File: src/design/pfi_map.svh
`ifndef PFI_MAP_SVH
`define PFI_MAP_SVH

// Function numbers
`define PFI_FN_VENDOR 32'h0000_0000
`define PFI_FN_FEATURE 32'h0000_0001
`define PFI_FN_RSVD_LO 32'h0000_0002
`define PFI_FN_RSVD_HI 32'h0000_0004
`define PFI_FN_MONITOR 32'h0000_0005
`define PFI_FN_POWER 32'h0000_0006
`define PFI_MAX_STD_FN 32'h0000_000d

// Function one, word A fields
`define PFI_A_STEP_LSB 0
`define PFI_A_BMODEL_LSB 4
`define PFI_A_BFAM_LSB 8
`define PFI_A_EMODEL_LSB 16
`define PFI_A_EFAM_LSB 20

// Function one, word B fields
`define PFI_B_FLUSH_LSB 8
`define PFI_B_CORES_LSB 16
`define PFI_B_IRQID_LSB 24
`define PFI_LINE_FLUSH_QW 8'h08

// Feature flag positions
`define PFI_C_MONITOR_BIT 3
`define PFI_C_CARRYLESS_BIT 1
`define PFI_C_PCID_BIT 17
`define PFI_C_XIRQ_BIT 21
`define PFI_C_CRYPTO_BIT 25
`define PFI_C_OSXSTATE_BIT 27
`define PFI_C_GUEST_BIT 31
`define PFI_D_IRQEN_BIT 9
`define PFI_D_MULTI_BIT 28

// Override reset values: fixed flags, live bits cleared except C bit 27 and D bit 9, which reset set
`define PFI_C_DEFAULT 32'h7cd8_3201
`define PFI_D_DEFAULT 32'h07d8_fbff

// Functions five and six
`define PFI_MON_LINE_BYTES 16'h0040
`define PFI_MON_EXT_WORD 32'h0000_0003
`define PFI_PWR_TIMER_WORD 32'h0000_0004
`define PFI_PWR_ECX_WORD 32'h0000_0001

`endif

File: src/design/pfi_pkg.sv
package pfi_pkg;
	typedef enum logic [1:0]
	{
		PFI_IDLE = 2'b00,
		PFI_BUSY = 2'b01
	} pfi_state_t;
endpackage

File: src/design/pfi_ident.sv
`timescale 1ns/100ps
`default_nettype none
`include "pfi_map.svh"

module pfi_ident #(
	parameter logic [7:0] EXT_FAMILY = 8'h06,
	parameter logic [3:0] BASE_FAMILY = 4'hf,
	parameter logic [3:0] EXT_MODEL = 4'h6,
	parameter logic [3:0] BASE_MODEL = 4'h0,
	parameter logic [3:0] STEPPING = 4'h1,
	parameter logic [31:0] VENDOR_B = 32'h5844_4c50, // Arbitrary value
	parameter logic [31:0] VENDOR_C = 32'h5844_4c50, // Arbitrary value
	parameter logic [31:0] VENDOR_D = 32'h5844_4c50, // Arbitrary value
	parameter bit PROD_CRYPTO = 1'b1,
	parameter bit PROD_CARRYLESS = 1'b1
)(
	input wire logic sys_clk,
	input wire logic rst_n,
	input wire logic query_valid,
	input wire logic [31:0] query_function,
	input wire logic [31:0] query_subfunction,
	input wire logic [7:0] initial_interrupt_ctrl_id,
	input wire logic [7:0] core_count_minus_one,
	input wire logic monitor_wait_disable,
	input wire logic interrupt_ctrl_global_enable,
	input wire logic os_extended_state_enabled,
	input wire logic override_wr_en,
	input wire logic override_wr_sel_d,
	input wire logic [31:0] override_wr_data,
	output logic [31:0] override_c_rd,
	output logic [31:0] override_d_rd,
	output logic result_valid,
	output logic [31:0] result_a,
	output logic [31:0] result_b,
	output logic [31:0] result_c,
	output logic [31:0] result_d,
	output logic [7:0] family_out,
	output logic [7:0] model_out
);

	// ****************
	// Parameter checks
	// ****************
	// The computed family must fit its 8-bit output
	if (int'(BASE_FAMILY) + int'(EXT_FAMILY) > 255)
	begin : g_family_check
		$error("family parameters overflow eight bits");
	end

	// ****************
	// Override register
	// ****************
	logic [31:0] ovr_c_q;
	logic [31:0] ovr_d_q;
	pfi_pkg::pfi_state_t state_q;

	always_ff @(posedge sys_clk or negedge rst_n)
	begin
		if (!rst_n)
		begin
			ovr_c_q <= `PFI_C_DEFAULT;
			ovr_d_q <= `PFI_D_DEFAULT;
		end
		else if (override_wr_en)
		begin
			if (override_wr_sel_d)
				ovr_d_q <= override_wr_data;
			else
				ovr_c_q <= override_wr_data;
		end
	end

	always_ff @(posedge sys_clk or negedge rst_n)
	begin
		if (!rst_n)
		begin
			override_c_rd <= 32'h0000_0000;
			override_d_rd <= 32'h0000_0000;
		end
		else
		begin
			override_c_rd <= ovr_c_q;
			override_d_rd <= ovr_d_q;
		end
	end

	// ****************
	// Word assembly
	// ****************
	function automatic logic [31:0] word_c_f(input logic [31:0] ovr, input logic mwd,
		input logic osx);
		logic [31:0] w;
		w = ovr;
		w[`PFI_C_GUEST_BIT] = 1'b0;
		w[`PFI_C_MONITOR_BIT] = ~mwd;
		w[`PFI_C_OSXSTATE_BIT] = osx;
		w[`PFI_C_XIRQ_BIT] = 1'b0;
		w[`PFI_C_PCID_BIT] = 1'b0;
		w[`PFI_C_CRYPTO_BIT] = PROD_CRYPTO;
		w[`PFI_C_CARRYLESS_BIT] = PROD_CARRYLESS;
		return w;
	endfunction

	logic [31:0] a_d, b_d, c_d, d_d;
	logic [7:0] cores;

	always_comb
	begin
		cores = core_count_minus_one + 8'h01;
		a_d = 32'h0000_0000;
		b_d = 32'h0000_0000;
		c_d = 32'h0000_0000;
		d_d = 32'h0000_0000;
		if (query_function == `PFI_FN_VENDOR)
		begin
			a_d = `PFI_MAX_STD_FN;
			b_d = VENDOR_B;
			c_d = VENDOR_C;
			d_d = VENDOR_D;
		end
		else if (query_function == `PFI_FN_FEATURE)
		begin
			a_d[`PFI_A_EFAM_LSB +: 8] = EXT_FAMILY;
			a_d[`PFI_A_EMODEL_LSB +: 4] = EXT_MODEL;
			a_d[`PFI_A_BFAM_LSB +: 4] = BASE_FAMILY;
			a_d[`PFI_A_BMODEL_LSB +: 4] = BASE_MODEL;
			a_d[`PFI_A_STEP_LSB +: 4] = STEPPING;
			b_d[`PFI_B_IRQID_LSB +: 8] = initial_interrupt_ctrl_id;
			b_d[`PFI_B_CORES_LSB +: 8] = cores;
			b_d[`PFI_B_FLUSH_LSB +: 8] = `PFI_LINE_FLUSH_QW;
			c_d = word_c_f(ovr_c_q, monitor_wait_disable, os_extended_state_enabled);
			d_d = ovr_d_q;
			d_d[`PFI_D_MULTI_BIT] = (core_count_minus_one != 8'h00);
			d_d[`PFI_D_IRQEN_BIT] = interrupt_ctrl_global_enable;
		end
		else if (query_function == `PFI_FN_MONITOR)
		begin
			a_d[15:0] = `PFI_MON_LINE_BYTES;
			b_d[15:0] = `PFI_MON_LINE_BYTES;
			c_d = `PFI_MON_EXT_WORD;
		end
		else if (query_function == `PFI_FN_POWER)
		begin
			a_d = `PFI_PWR_TIMER_WORD;
			c_d = `PFI_PWR_ECX_WORD;
		end
		// Functions two to four fall through as zero
	end

	// ****************
	// Result registers
	// ****************
	always_ff @(posedge sys_clk or negedge rst_n)
	begin
		if (!rst_n)
			state_q <= pfi_pkg::PFI_IDLE;
		else
			state_q <= query_valid ? pfi_pkg::PFI_BUSY : pfi_pkg::PFI_IDLE;
	end

	always_ff @(posedge sys_clk or negedge rst_n)
	begin
		if (!rst_n)
		begin
			result_valid <= 1'b0;
			result_a <= 32'h0000_0000;
			result_b <= 32'h0000_0000;
			result_c <= 32'h0000_0000;
			result_d <= 32'h0000_0000;
		end
		else
		begin
			result_valid <= query_valid;
			if (query_valid)
			begin
				result_a <= a_d;
				result_b <= b_d;
				result_c <= c_d;
				result_d <= d_d;
			end
		end
	end

	always_ff @(posedge sys_clk or negedge rst_n)
	begin
		if (!rst_n)
		begin
			family_out <= 8'h00;
			model_out <= 8'h00;
		end
		else
		begin
			family_out <= {4'h0, BASE_FAMILY} + EXT_FAMILY;
			model_out <= {EXT_MODEL, BASE_MODEL};
		end
	end

	// ****************
	// Assertions
	// ****************
	logic unused_sub;
	assign unused_sub = ^query_subfunction;

	a_undef_zero: assert property (@(posedge sys_clk) disable iff (!rst_n)
		query_valid && query_function > `PFI_MAX_STD_FN |=> result_a == 32'h0 && result_d == 32'h0)
		else $error("undefined function not zero");
	a_max_fn: assert property (@(posedge sys_clk) disable iff (!rst_n)
		query_valid && query_function == `PFI_FN_VENDOR |=> result_a == 32'h0000_000d)
		else $error("max function wrong");
	a_guest_zero: assert property (@(posedge sys_clk) disable iff (!rst_n)
		query_valid && query_function == `PFI_FN_FEATURE |=> !result_c[31] && !result_c[21])
		else $error("reserved feature bit set");
	a_monitor_inv: assert property (@(posedge sys_clk) disable iff (!rst_n)
		query_valid && query_function == `PFI_FN_FEATURE |=> result_c[3] == !$past(monitor_wait_disable))
		else $error("monitor flag wrong");
	a_multi_core: assert property (@(posedge sys_clk) disable iff (!rst_n)
		query_valid && query_function == `PFI_FN_FEATURE
		|=> result_d[28] == ($past(core_count_minus_one) != 8'h00)
		&& result_b[23:16] == $past(core_count_minus_one) + 8'h01)
		else $error("core count wrong");
	a_irq_enable: assert property (@(posedge sys_clk) disable iff (!rst_n)
		query_valid && query_function == `PFI_FN_FEATURE
		|=> result_d[9] == $past(interrupt_ctrl_global_enable) && result_b[15:8] == 8'h08)
		else $error("enable flag wrong");
	a_mon_lines: assert property (@(posedge sys_clk) disable iff (!rst_n)
		query_valid && query_function == `PFI_FN_MONITOR |=> result_a == 32'h40 && result_c == 32'h3)
		else $error("monitor sizes wrong");
	a_rsvd_fns: assert property (@(posedge sys_clk) disable iff (!rst_n)
		query_valid && query_function >= 32'h2 && query_function <= 32'h4
		|=> (result_a | result_b | result_c | result_d) == 32'h0)
		else $error("reserved function nonzero");
	a_timer_always_running: assert property (@(posedge sys_clk) disable iff (!rst_n)
		query_valid && query_function == `PFI_FN_POWER |=> result_a == 32'h4)
		else $error("timer flag wrong");
	a_vendor_words: assert property (@(posedge sys_clk) disable iff (!rst_n)
		query_valid && query_function == `PFI_FN_VENDOR
		|=> result_b == VENDOR_B && result_c == VENDOR_C && result_d == VENDOR_D)
		else $error("vendor words wrong");
	a_fms_layout: assert property (@(posedge sys_clk) disable iff (!rst_n)
		query_valid && query_function == `PFI_FN_FEATURE
		|=> result_a[27:20] == EXT_FAMILY && result_a[19:16] == EXT_MODEL
		&& result_a[11:8] == BASE_FAMILY && result_a[7:4] == BASE_MODEL
		&& result_a[3:0] == STEPPING && result_a[31:28] == 4'h0 && result_a[15:12] == 4'h0)
		else $error("family model stepping layout wrong");
	a_irq_id: assert property (@(posedge sys_clk) disable iff (!rst_n)
		query_valid && query_function == `PFI_FN_FEATURE
		|=> result_b[31:24] == $past(initial_interrupt_ctrl_id) && result_b[7:0] == 8'h00)
		else $error("interrupt id wrong");
	a_os_state: assert property (@(posedge sys_clk) disable iff (!rst_n)
		query_valid && query_function == `PFI_FN_FEATURE
		|=> result_c[27] == $past(os_extended_state_enabled) && !result_c[17])
		else $error("extended state flag wrong");
	a_product_bits: assert property (@(posedge sys_clk) disable iff (!rst_n)
		query_valid && query_function == `PFI_FN_FEATURE
		|=> result_c[25] == PROD_CRYPTO && result_c[1] == PROD_CARRYLESS)
		else $error("product feature bits wrong");
	a_mon_rsvd: assert property (@(posedge sys_clk) disable iff (!rst_n)
		query_valid && query_function == `PFI_FN_MONITOR
		|=> result_b == 32'h40 && result_d == 32'h0)
		else $error("monitor reserved bits set");
	a_answer_time: assert property (@(posedge sys_clk) disable iff (!rst_n)
		query_valid |=> result_valid && state_q == pfi_pkg::PFI_BUSY)
		else $error("answer not one cycle after query");
	a_family_calc: assert property (@(posedge sys_clk) disable iff (!rst_n)
		family_out == {4'h0, BASE_FAMILY} + EXT_FAMILY || $past(!rst_n))
		else $error("family wrong");
	c_monitor: cover property (@(posedge sys_clk) query_valid && query_function == 32'h5);
	c_back_to_back: cover property (@(posedge sys_clk) query_valid ##1 query_valid);
	c_feature: cover property (@(posedge sys_clk) query_valid && query_function == 32'h1);
	c_vendor: cover property (@(posedge sys_clk) query_valid && query_function == 32'h0);
	c_override: cover property (@(posedge sys_clk) override_wr_en ##1 query_valid);

endmodule // pfi_ident

`default_nettype wire

File: config.mk
export PLATFORM = sky130hd
export DESIGN_NAME = pfi_ident
export DESIGN_NICKNAME = d
export VERILOG_FILES = /design/src/design/pfi_pkg.sv /design/src/design/pfi_ident.sv
export VERILOG_INCLUDE_DIRS = /design/src /design/src/design
export SDC_FILE = /design/constraint.sdc
export NUM_CORES = 1
export LEC_CHECK = 0
export BUFFER_PORTS_ARGS = -buffer_cell sky130_fd_sc_hd__buf_2
export CAP_MARGIN = 40
export CORE_MARGIN = 2
export CORE_UTILIZATION = 40
export CTS_BUF_LIST = sky130_fd_sc_hd__clkbuf_8
export DETAILED_ROUTE_END_ITERATION = 16
export PLACE_DENSITY = 0.68
export SLEW_MARGIN = 15
export SYNTH_ARGS = -nofsm -noshare
export SYNTH_HDL_FRONTEND = slang
export SYNTH_SLANG_ARGS = --single-unit
File: constraint.sdc
create_clock -name sys_clk -period 1.6 [get_ports sys_clk]
set_input_delay 0.16 -clock sys_clk [delete_from_list [all_inputs] [get_ports sys_clk]]
set_output_delay 0.16 -clock sys_clk [all_outputs]
set_load 0.02 [all_outputs]
==> results_dict.tcl, run 1 <==
set metrics [dict create \
    vias 5675 \
    dpl_cell_area_sq_um 9807 \
    initial_core_util_pct 41.02 \
    io_pins 329 \
    netlist_area_sq_um 8381 \
    maxCapViolCount 0 \
    syn2layout_area_growth_pct 31.79 \
    worst_slew_pin_slew_ns 0.5328 \
    yosys.area.top_type "dfrtp_1" \
    htreeDepth 2 \
    worst-path-buf-inv 1 \
    crit_slowest_cell "dfrtp_1" \
    stdcell_area_sq_um 11040 \
    final_common_cell "buf_2" \
    synth_seq_area_share_pct 63.83 \
    gp_congestion 0.7966 \
    grt_pass1_wl_um 29650 \
    grt_remaining_overflow 0 \
    cts.repair.resized 0 \
    finClkSkew_ns 0.01617 \
    cts.sinks 212 \
    clk_latency_ns 0.50 \
    synth_seq_cells 212 \
    critical_path_class "reg2out" \
    cts-root-buf "clkbuf_8" \
    crit_family "flip-flops" \
    die_h_um 148.7 \
    dp.cells 1156 \
    cpPeakStageDelay_ns 0.47 \
    hold_viol 0 \
    cts_inserted_buffers 36 \
    final_cells 1273 \
    wl_per_cell_um 14.98 \
    synth_top_area_share_pct 52.85 \
    cp-end-kind "primary output" \
    crit_chain "buf_2" \
    finalCritPeriodShare_pct 85.13 \
    max-slew-margin-rel_pct 64.48 \
    final_antenna_net_count 0 \
    dp_hpwl_um 12420 \
    synthCells 664 \
    wirelength_um 19070 \
    ys_warn_count 0 \
    final_nets 1097 \
    powerDensity_nw_per_um2 1125 \
    antenna_cells 0 \
    die_w_um 148.7 \
    row_count 52 \
    hold_path_class "in2reg" \
    first_pass_iters 4 \
    setup_viol 0 \
    grt_usage_pct 17.03 \
    required_ns 1.44 \
    setup_tns_ns 0 \
    synth_area_leaders "dfrtp_1 (53%), dfstp_2 (11%), mux2_2 (6.6%)" \
    drc 0 \
    grt_pass1_vias 5777 \
    io_buffers 251 \
    die_area_sq_um 22130 \
    peakVddDrop_mv 0.6254 \
    syn_avg_cell_area_sq_um 12.62 \
    antenna_found_initial 0 \
    drtIter0Drc 159 \
    power_leakage_uw 0.005550 \
    cts_setup_buffers 0 \
    n_fill_cell 1761 \
    slew_violations 0 \
    outcome "completed" \
    most-common-layout-cells "buf_2 (249), dfrtp_1 (177), inv_1 (142)" \
    arrival_ns 1.20 \
    grt_setup_unrepaired "false" \
    grt_max_degree 88 \
    crit_fanout 10 \
    clk_pin_slew_ns 0.06 \
    min_period_ns 1.362 \
    via_per_inst 4.458 \
    cts_buffer_depth 3 \
    drive_gt1_share_pct 44.67 \
    start_kind "flop" \
    max_freq_mhz 734.2 \
    cts_tree "built" \
    coreArea_sq_um 20430 \
    netlist-cell-type-count 34 \
]
-- layer usage --
metal / vias up / wire length (um) / GRT usage [%]
li1: 2671 / - / -
met1: 2730 / 7794 / 21.62
met2: 229 / 9345 / 27.75
met3: 45 / 1392 / 4.495
met4: 0 / 533 / 7.238
met5: - / 0 / 0
-- path summary, 6_finish.rpt --
kind / slack (ns) / to / cells past startpoint / startpoint
min reg2reg: 0.37 / override_d_rd[28] / 0 / ovr_d_q[28]
max reg2reg: 0.66 / result_c[0] / 3 / ovr_c_q[0]
max in group asynchronous: 0.80 / ovr_d_q[22] / 3 / rst_n
max: 0.24 / result_a[18] / 1 / result_a[21]
min in group asynchronous: 0.14 / result_d[19] / 2 / rst_n
min: 0.06 / result_a[3] / 2 / query_function[0]
-- flip-flops by register name, summed over array words and instances, names as in the netlist, 5 cells and up --
register,cells
override_c_rd,32
override_d_rd,32
ovr_c_q,32
ovr_d_q,32
result_d,32
result_c,28
result_b,17
result_a,5
-- synthesized netlist by cell type, drive strengths merged --
cell / instances
dfrtp: 177
inv: 127
buf: 76
o22ai: 76
mux2: 49
dfstp: 35
nor2b: 24
o21ai: 21
nand2: 20
clkbuf: 14
nor4: 6
nand3: 5
nand4: 5
nor2: 5
xor2: 5
xnor2: 3
and4: 2
conb: 2
ha: 2
nor3: 2
a22o: 1
and2: 1
and3: 1
mux2i: 1
nor3b: 1
or3: 1
or4: 1
or4bb: 1
-- report_power, final --
group	leakage [uW]	switching (uW)	total (uW)	internal, uW
registers	0.00264	211	6130	5920
clock network	0.000434	2070	4710	2640
logic	0.00248	962	1580	616
-- metrics by stage --
| step | utilization (%) | power (uW) | worst slack [ns] | hold slack [ns] |
|---|---|---|---|---|
| finish | 54.06 | 12420 | 0.2380 | 0.06449 |
| detailed placement | 48.00 | 7724 | -0.05073 | 0.06641 |
| floorplan | - | 7130 | 0.3099 | -0.1356 |
| global route | 54.06 | 13100 | 0.1387 | 0.06985 |
| global placement | 48.00 | 7682 | 0.02833 | 0.06608 |
| CTS | 54.06 | 12610 | 0.1993 | 0.03291 |
-- logic make-up after synthesis --
logic type	count (synthesis)	share of synthesized area (%)
buf+inv	217	12.94
flops	212	63.83
compound gates	98	10.02
simple gates	75	5.285
mux	50	6.704
xor+xnor	8	0.8361
fa+ha+maj	2	0.2985
other cells	2	0.08961
-- what timing repair did --
item,4_1_cts,5_1_grt
hold buffers,51,0
endpoints found under the hold margin,263,0
endpoints found under the setup margin,0,0
-- cell type report --
class / instances / area [sq um] / area share [%]
multi-input cells: 279 / 2122 / 19.21
inverters: 127 / 476.7 / 4.316
flip-flops and latches: 212 / 5349 / 48.43
well taps: 270 / 337.8 / 3.059
clock inverters: 19 / 80.08 / 0.7251
clock buffers: 47 / 646.9 / 5.857
repair buffers: 319 / 2032 / 18.40
(Power assumes the default switching activity.)
==> run 2: changes to the inputs <==
Settings changed: REMOVE_ABC_BUFFERS set to 1.
==> run 2 against run 1 <==
Against the previous run:
- critical path depth increased by 6
- sequential power is essentially flat
- hold slack improved by 0.0022 ns
- via count fell by 0.56%
- worst setup slack got worse by 0.051 ns
- maximum frequency shrank 3.6%
- highest routed layer unchanged
==> results_dict.tcl, run 2 (synthesis results as in run 1) <==
set metrics [dict create \
    internal_power_uw 9400 \
    initial_core_util_pct 41.02 \
    coreArea_sq_um 20430 \
    first_pass_iters 4 \
    p_switching_uw 3324 \
    power_leakage_uw 0.005558 \
    clk_pin_slew_ns 0.06 \
    max-slew-margin-rel_pct 64.69 \
    rrSetupSlack_ns 0.64 \
    die_area_sq_um 22130 \
    hold_depth 4 \
    reg2reg_from "ovr_c_q[0]" \
    grt_pass1_wl_um 30400 \
    wl_per_cell_um 15.29 \
    antenna_cells 0 \
    die_w_um 148.7 \
    start_kind "primary input" \
    grt_usage_pct 17.43 \
    arrival_ns 1.77 \
    grtUsageMet2_pct 28.89 \
    io_buffers 251 \
    final_nets 1101 \
    min-delay-start "query_function[1]" \
    hold_buffers 50 \
    wirelength_um 19510 \
    grt_setup_unrepaired "false" \
    holdPathEnd "result_b[6]" \
    most-common-layout-cells "buf_2 (249), dfrtp_1 (177), inv_1 (137)" \
    stdcell_area_sq_um 11080 \
    die_h_um 148.7 \
    hold_viol 0 \
    powerDensity_nw_per_um2 1149 \
    cts_setup_buffers 0 \
    finClkSkew_ns 0.03192 \
    power_frac_comb_pct 12.5 \
    outcome "completed" \
    cts_tree "built" \
    antenna_found_initial 0 \
    hold_path_class "in2reg" \
    crit_fanout 5 \
    cts_inserted_buffers 38 \
    required_ns 1.96 \
    finalCritPeriodShare_pct 88.32 \
    final_antenna_net_count 0 \
    critical_path_class "in2reg" \
    peakVddDrop_mv 0.8124 \
    reg2regPathDepth 3 \
    vias 5643 \
    via_per_inst 4.422 \
    switching_share_pct 26.13 \
    maxCapViolCount 0 \
    max_freq_mhz 707.7 \
    cts_buffer_depth 3 \
    busiest_layer "met2" \
    cp-end-kind "flop" \
    pwr-share-clk_pct 39.4 \
    drive_gt1_share_pct 45.43 \
    final_util_pct 54.21 \
    met3_usage_pct 4.495 \
    htreeDepth 2 \
    worst_slew_pin_slew_ns 0.5297 \
    r2r_end "result_c[0]" \
    syn2layout_area_growth_pct 32.16 \
    final_common_cell "buf_2" \
    cts.repair.resized 0 \
    min_period_ns 1.413 \
    drtIter0Drc 131 \
    clk_latency_ns 0.52 \
    cts-root-buf "clkbuf_8" \
    row_count 52 \
    grtUsageMet1_pct 22.32 \
    grt_max_degree 88 \
    grt_pass1_vias 5788 \
    gp_congestion 0.7885 \
    slew_violations 0 \
    drc 0 \
    power_frac_seq_pct 48.2 \
    dp_hpwl_um 12560 \
    setup_viol 0 \
    cts.sinks 212 \
    dpl_cell_area_sq_um 9804 \
    grt_remaining_overflow 0 \
    io_pins 329 \
]
## run 2: power by group through the flow
stage / combinational, uW / sequential, uW / clock (uW)
after floorplan: 494 / 6500 / 0
after global placement: 1490 / 6200 / 0
after detailed placement: 1510 / 6220 / 0
after CTS: 1610 / 6130 / 5200
after global routing: 1720 / 6190 / 5450
final: 1590 / 6130 / 5010
## run 2: area by class of cell
type / count / area [sq um]
Timing Repair Buffer: 321 / 2019
Fill cell: 1784 / 9354
Tap cell: 270 / 337.8
Multi-Input combinational cell: 279 / 2122
Sequential cell: 212 / 5349
Inverter: 127 / 476.7
Clock buffer: 48 / 660.6
Clock inverter: 19 / 110.1
## run 2: worst max-delay path by stage
stage                                        from           end  depth (start not counted)
after global placement         query_function[26]  result_c[27]                          7
after detailed placement       query_function[26]  result_d[14]                          7
after floorplan                 override_wr_sel_d   ovr_c_q[10]                          2
after CTS                            result_a[21]  result_a[18]                          1
final                     core_count_minus_one[0]  result_d[28]                          7
after global routing      core_count_minus_one[0]  result_d[28]                          7
## run 2: layer usage
layer  routed length (um)  vias up
met5                    0        -
met4                  486        0
met3                 1166       41
met2                 9675      167
li1                     -     2681
met1                 8176     2754
## run 2: stage by stage
stage	total power, uW	TNS [ns]	std cells	worst slack, ns	hold slack (ns)
detailed placement	7725	0	1159	0.001591	0.09235
CTS	12940	0	1276	0.2265	0.02791
finish	12720	0	1276	0.1869	0.06669
global placement	7690	0	1159	0.06840	0.08686
global route	13360	0	1276	0.1500	0.05454
floorplan	6991	-28.28	618	-0.7321	-0.1356
## run 2: critical path, stage by stage
cell           delay (ns)
dlygate4sd3_1        0.53
buf_2                0.17
inv_1                0.06
ha_1                 0.13
or4bb_1              0.48
nor2_1               0.14
o22ai_1              0.10
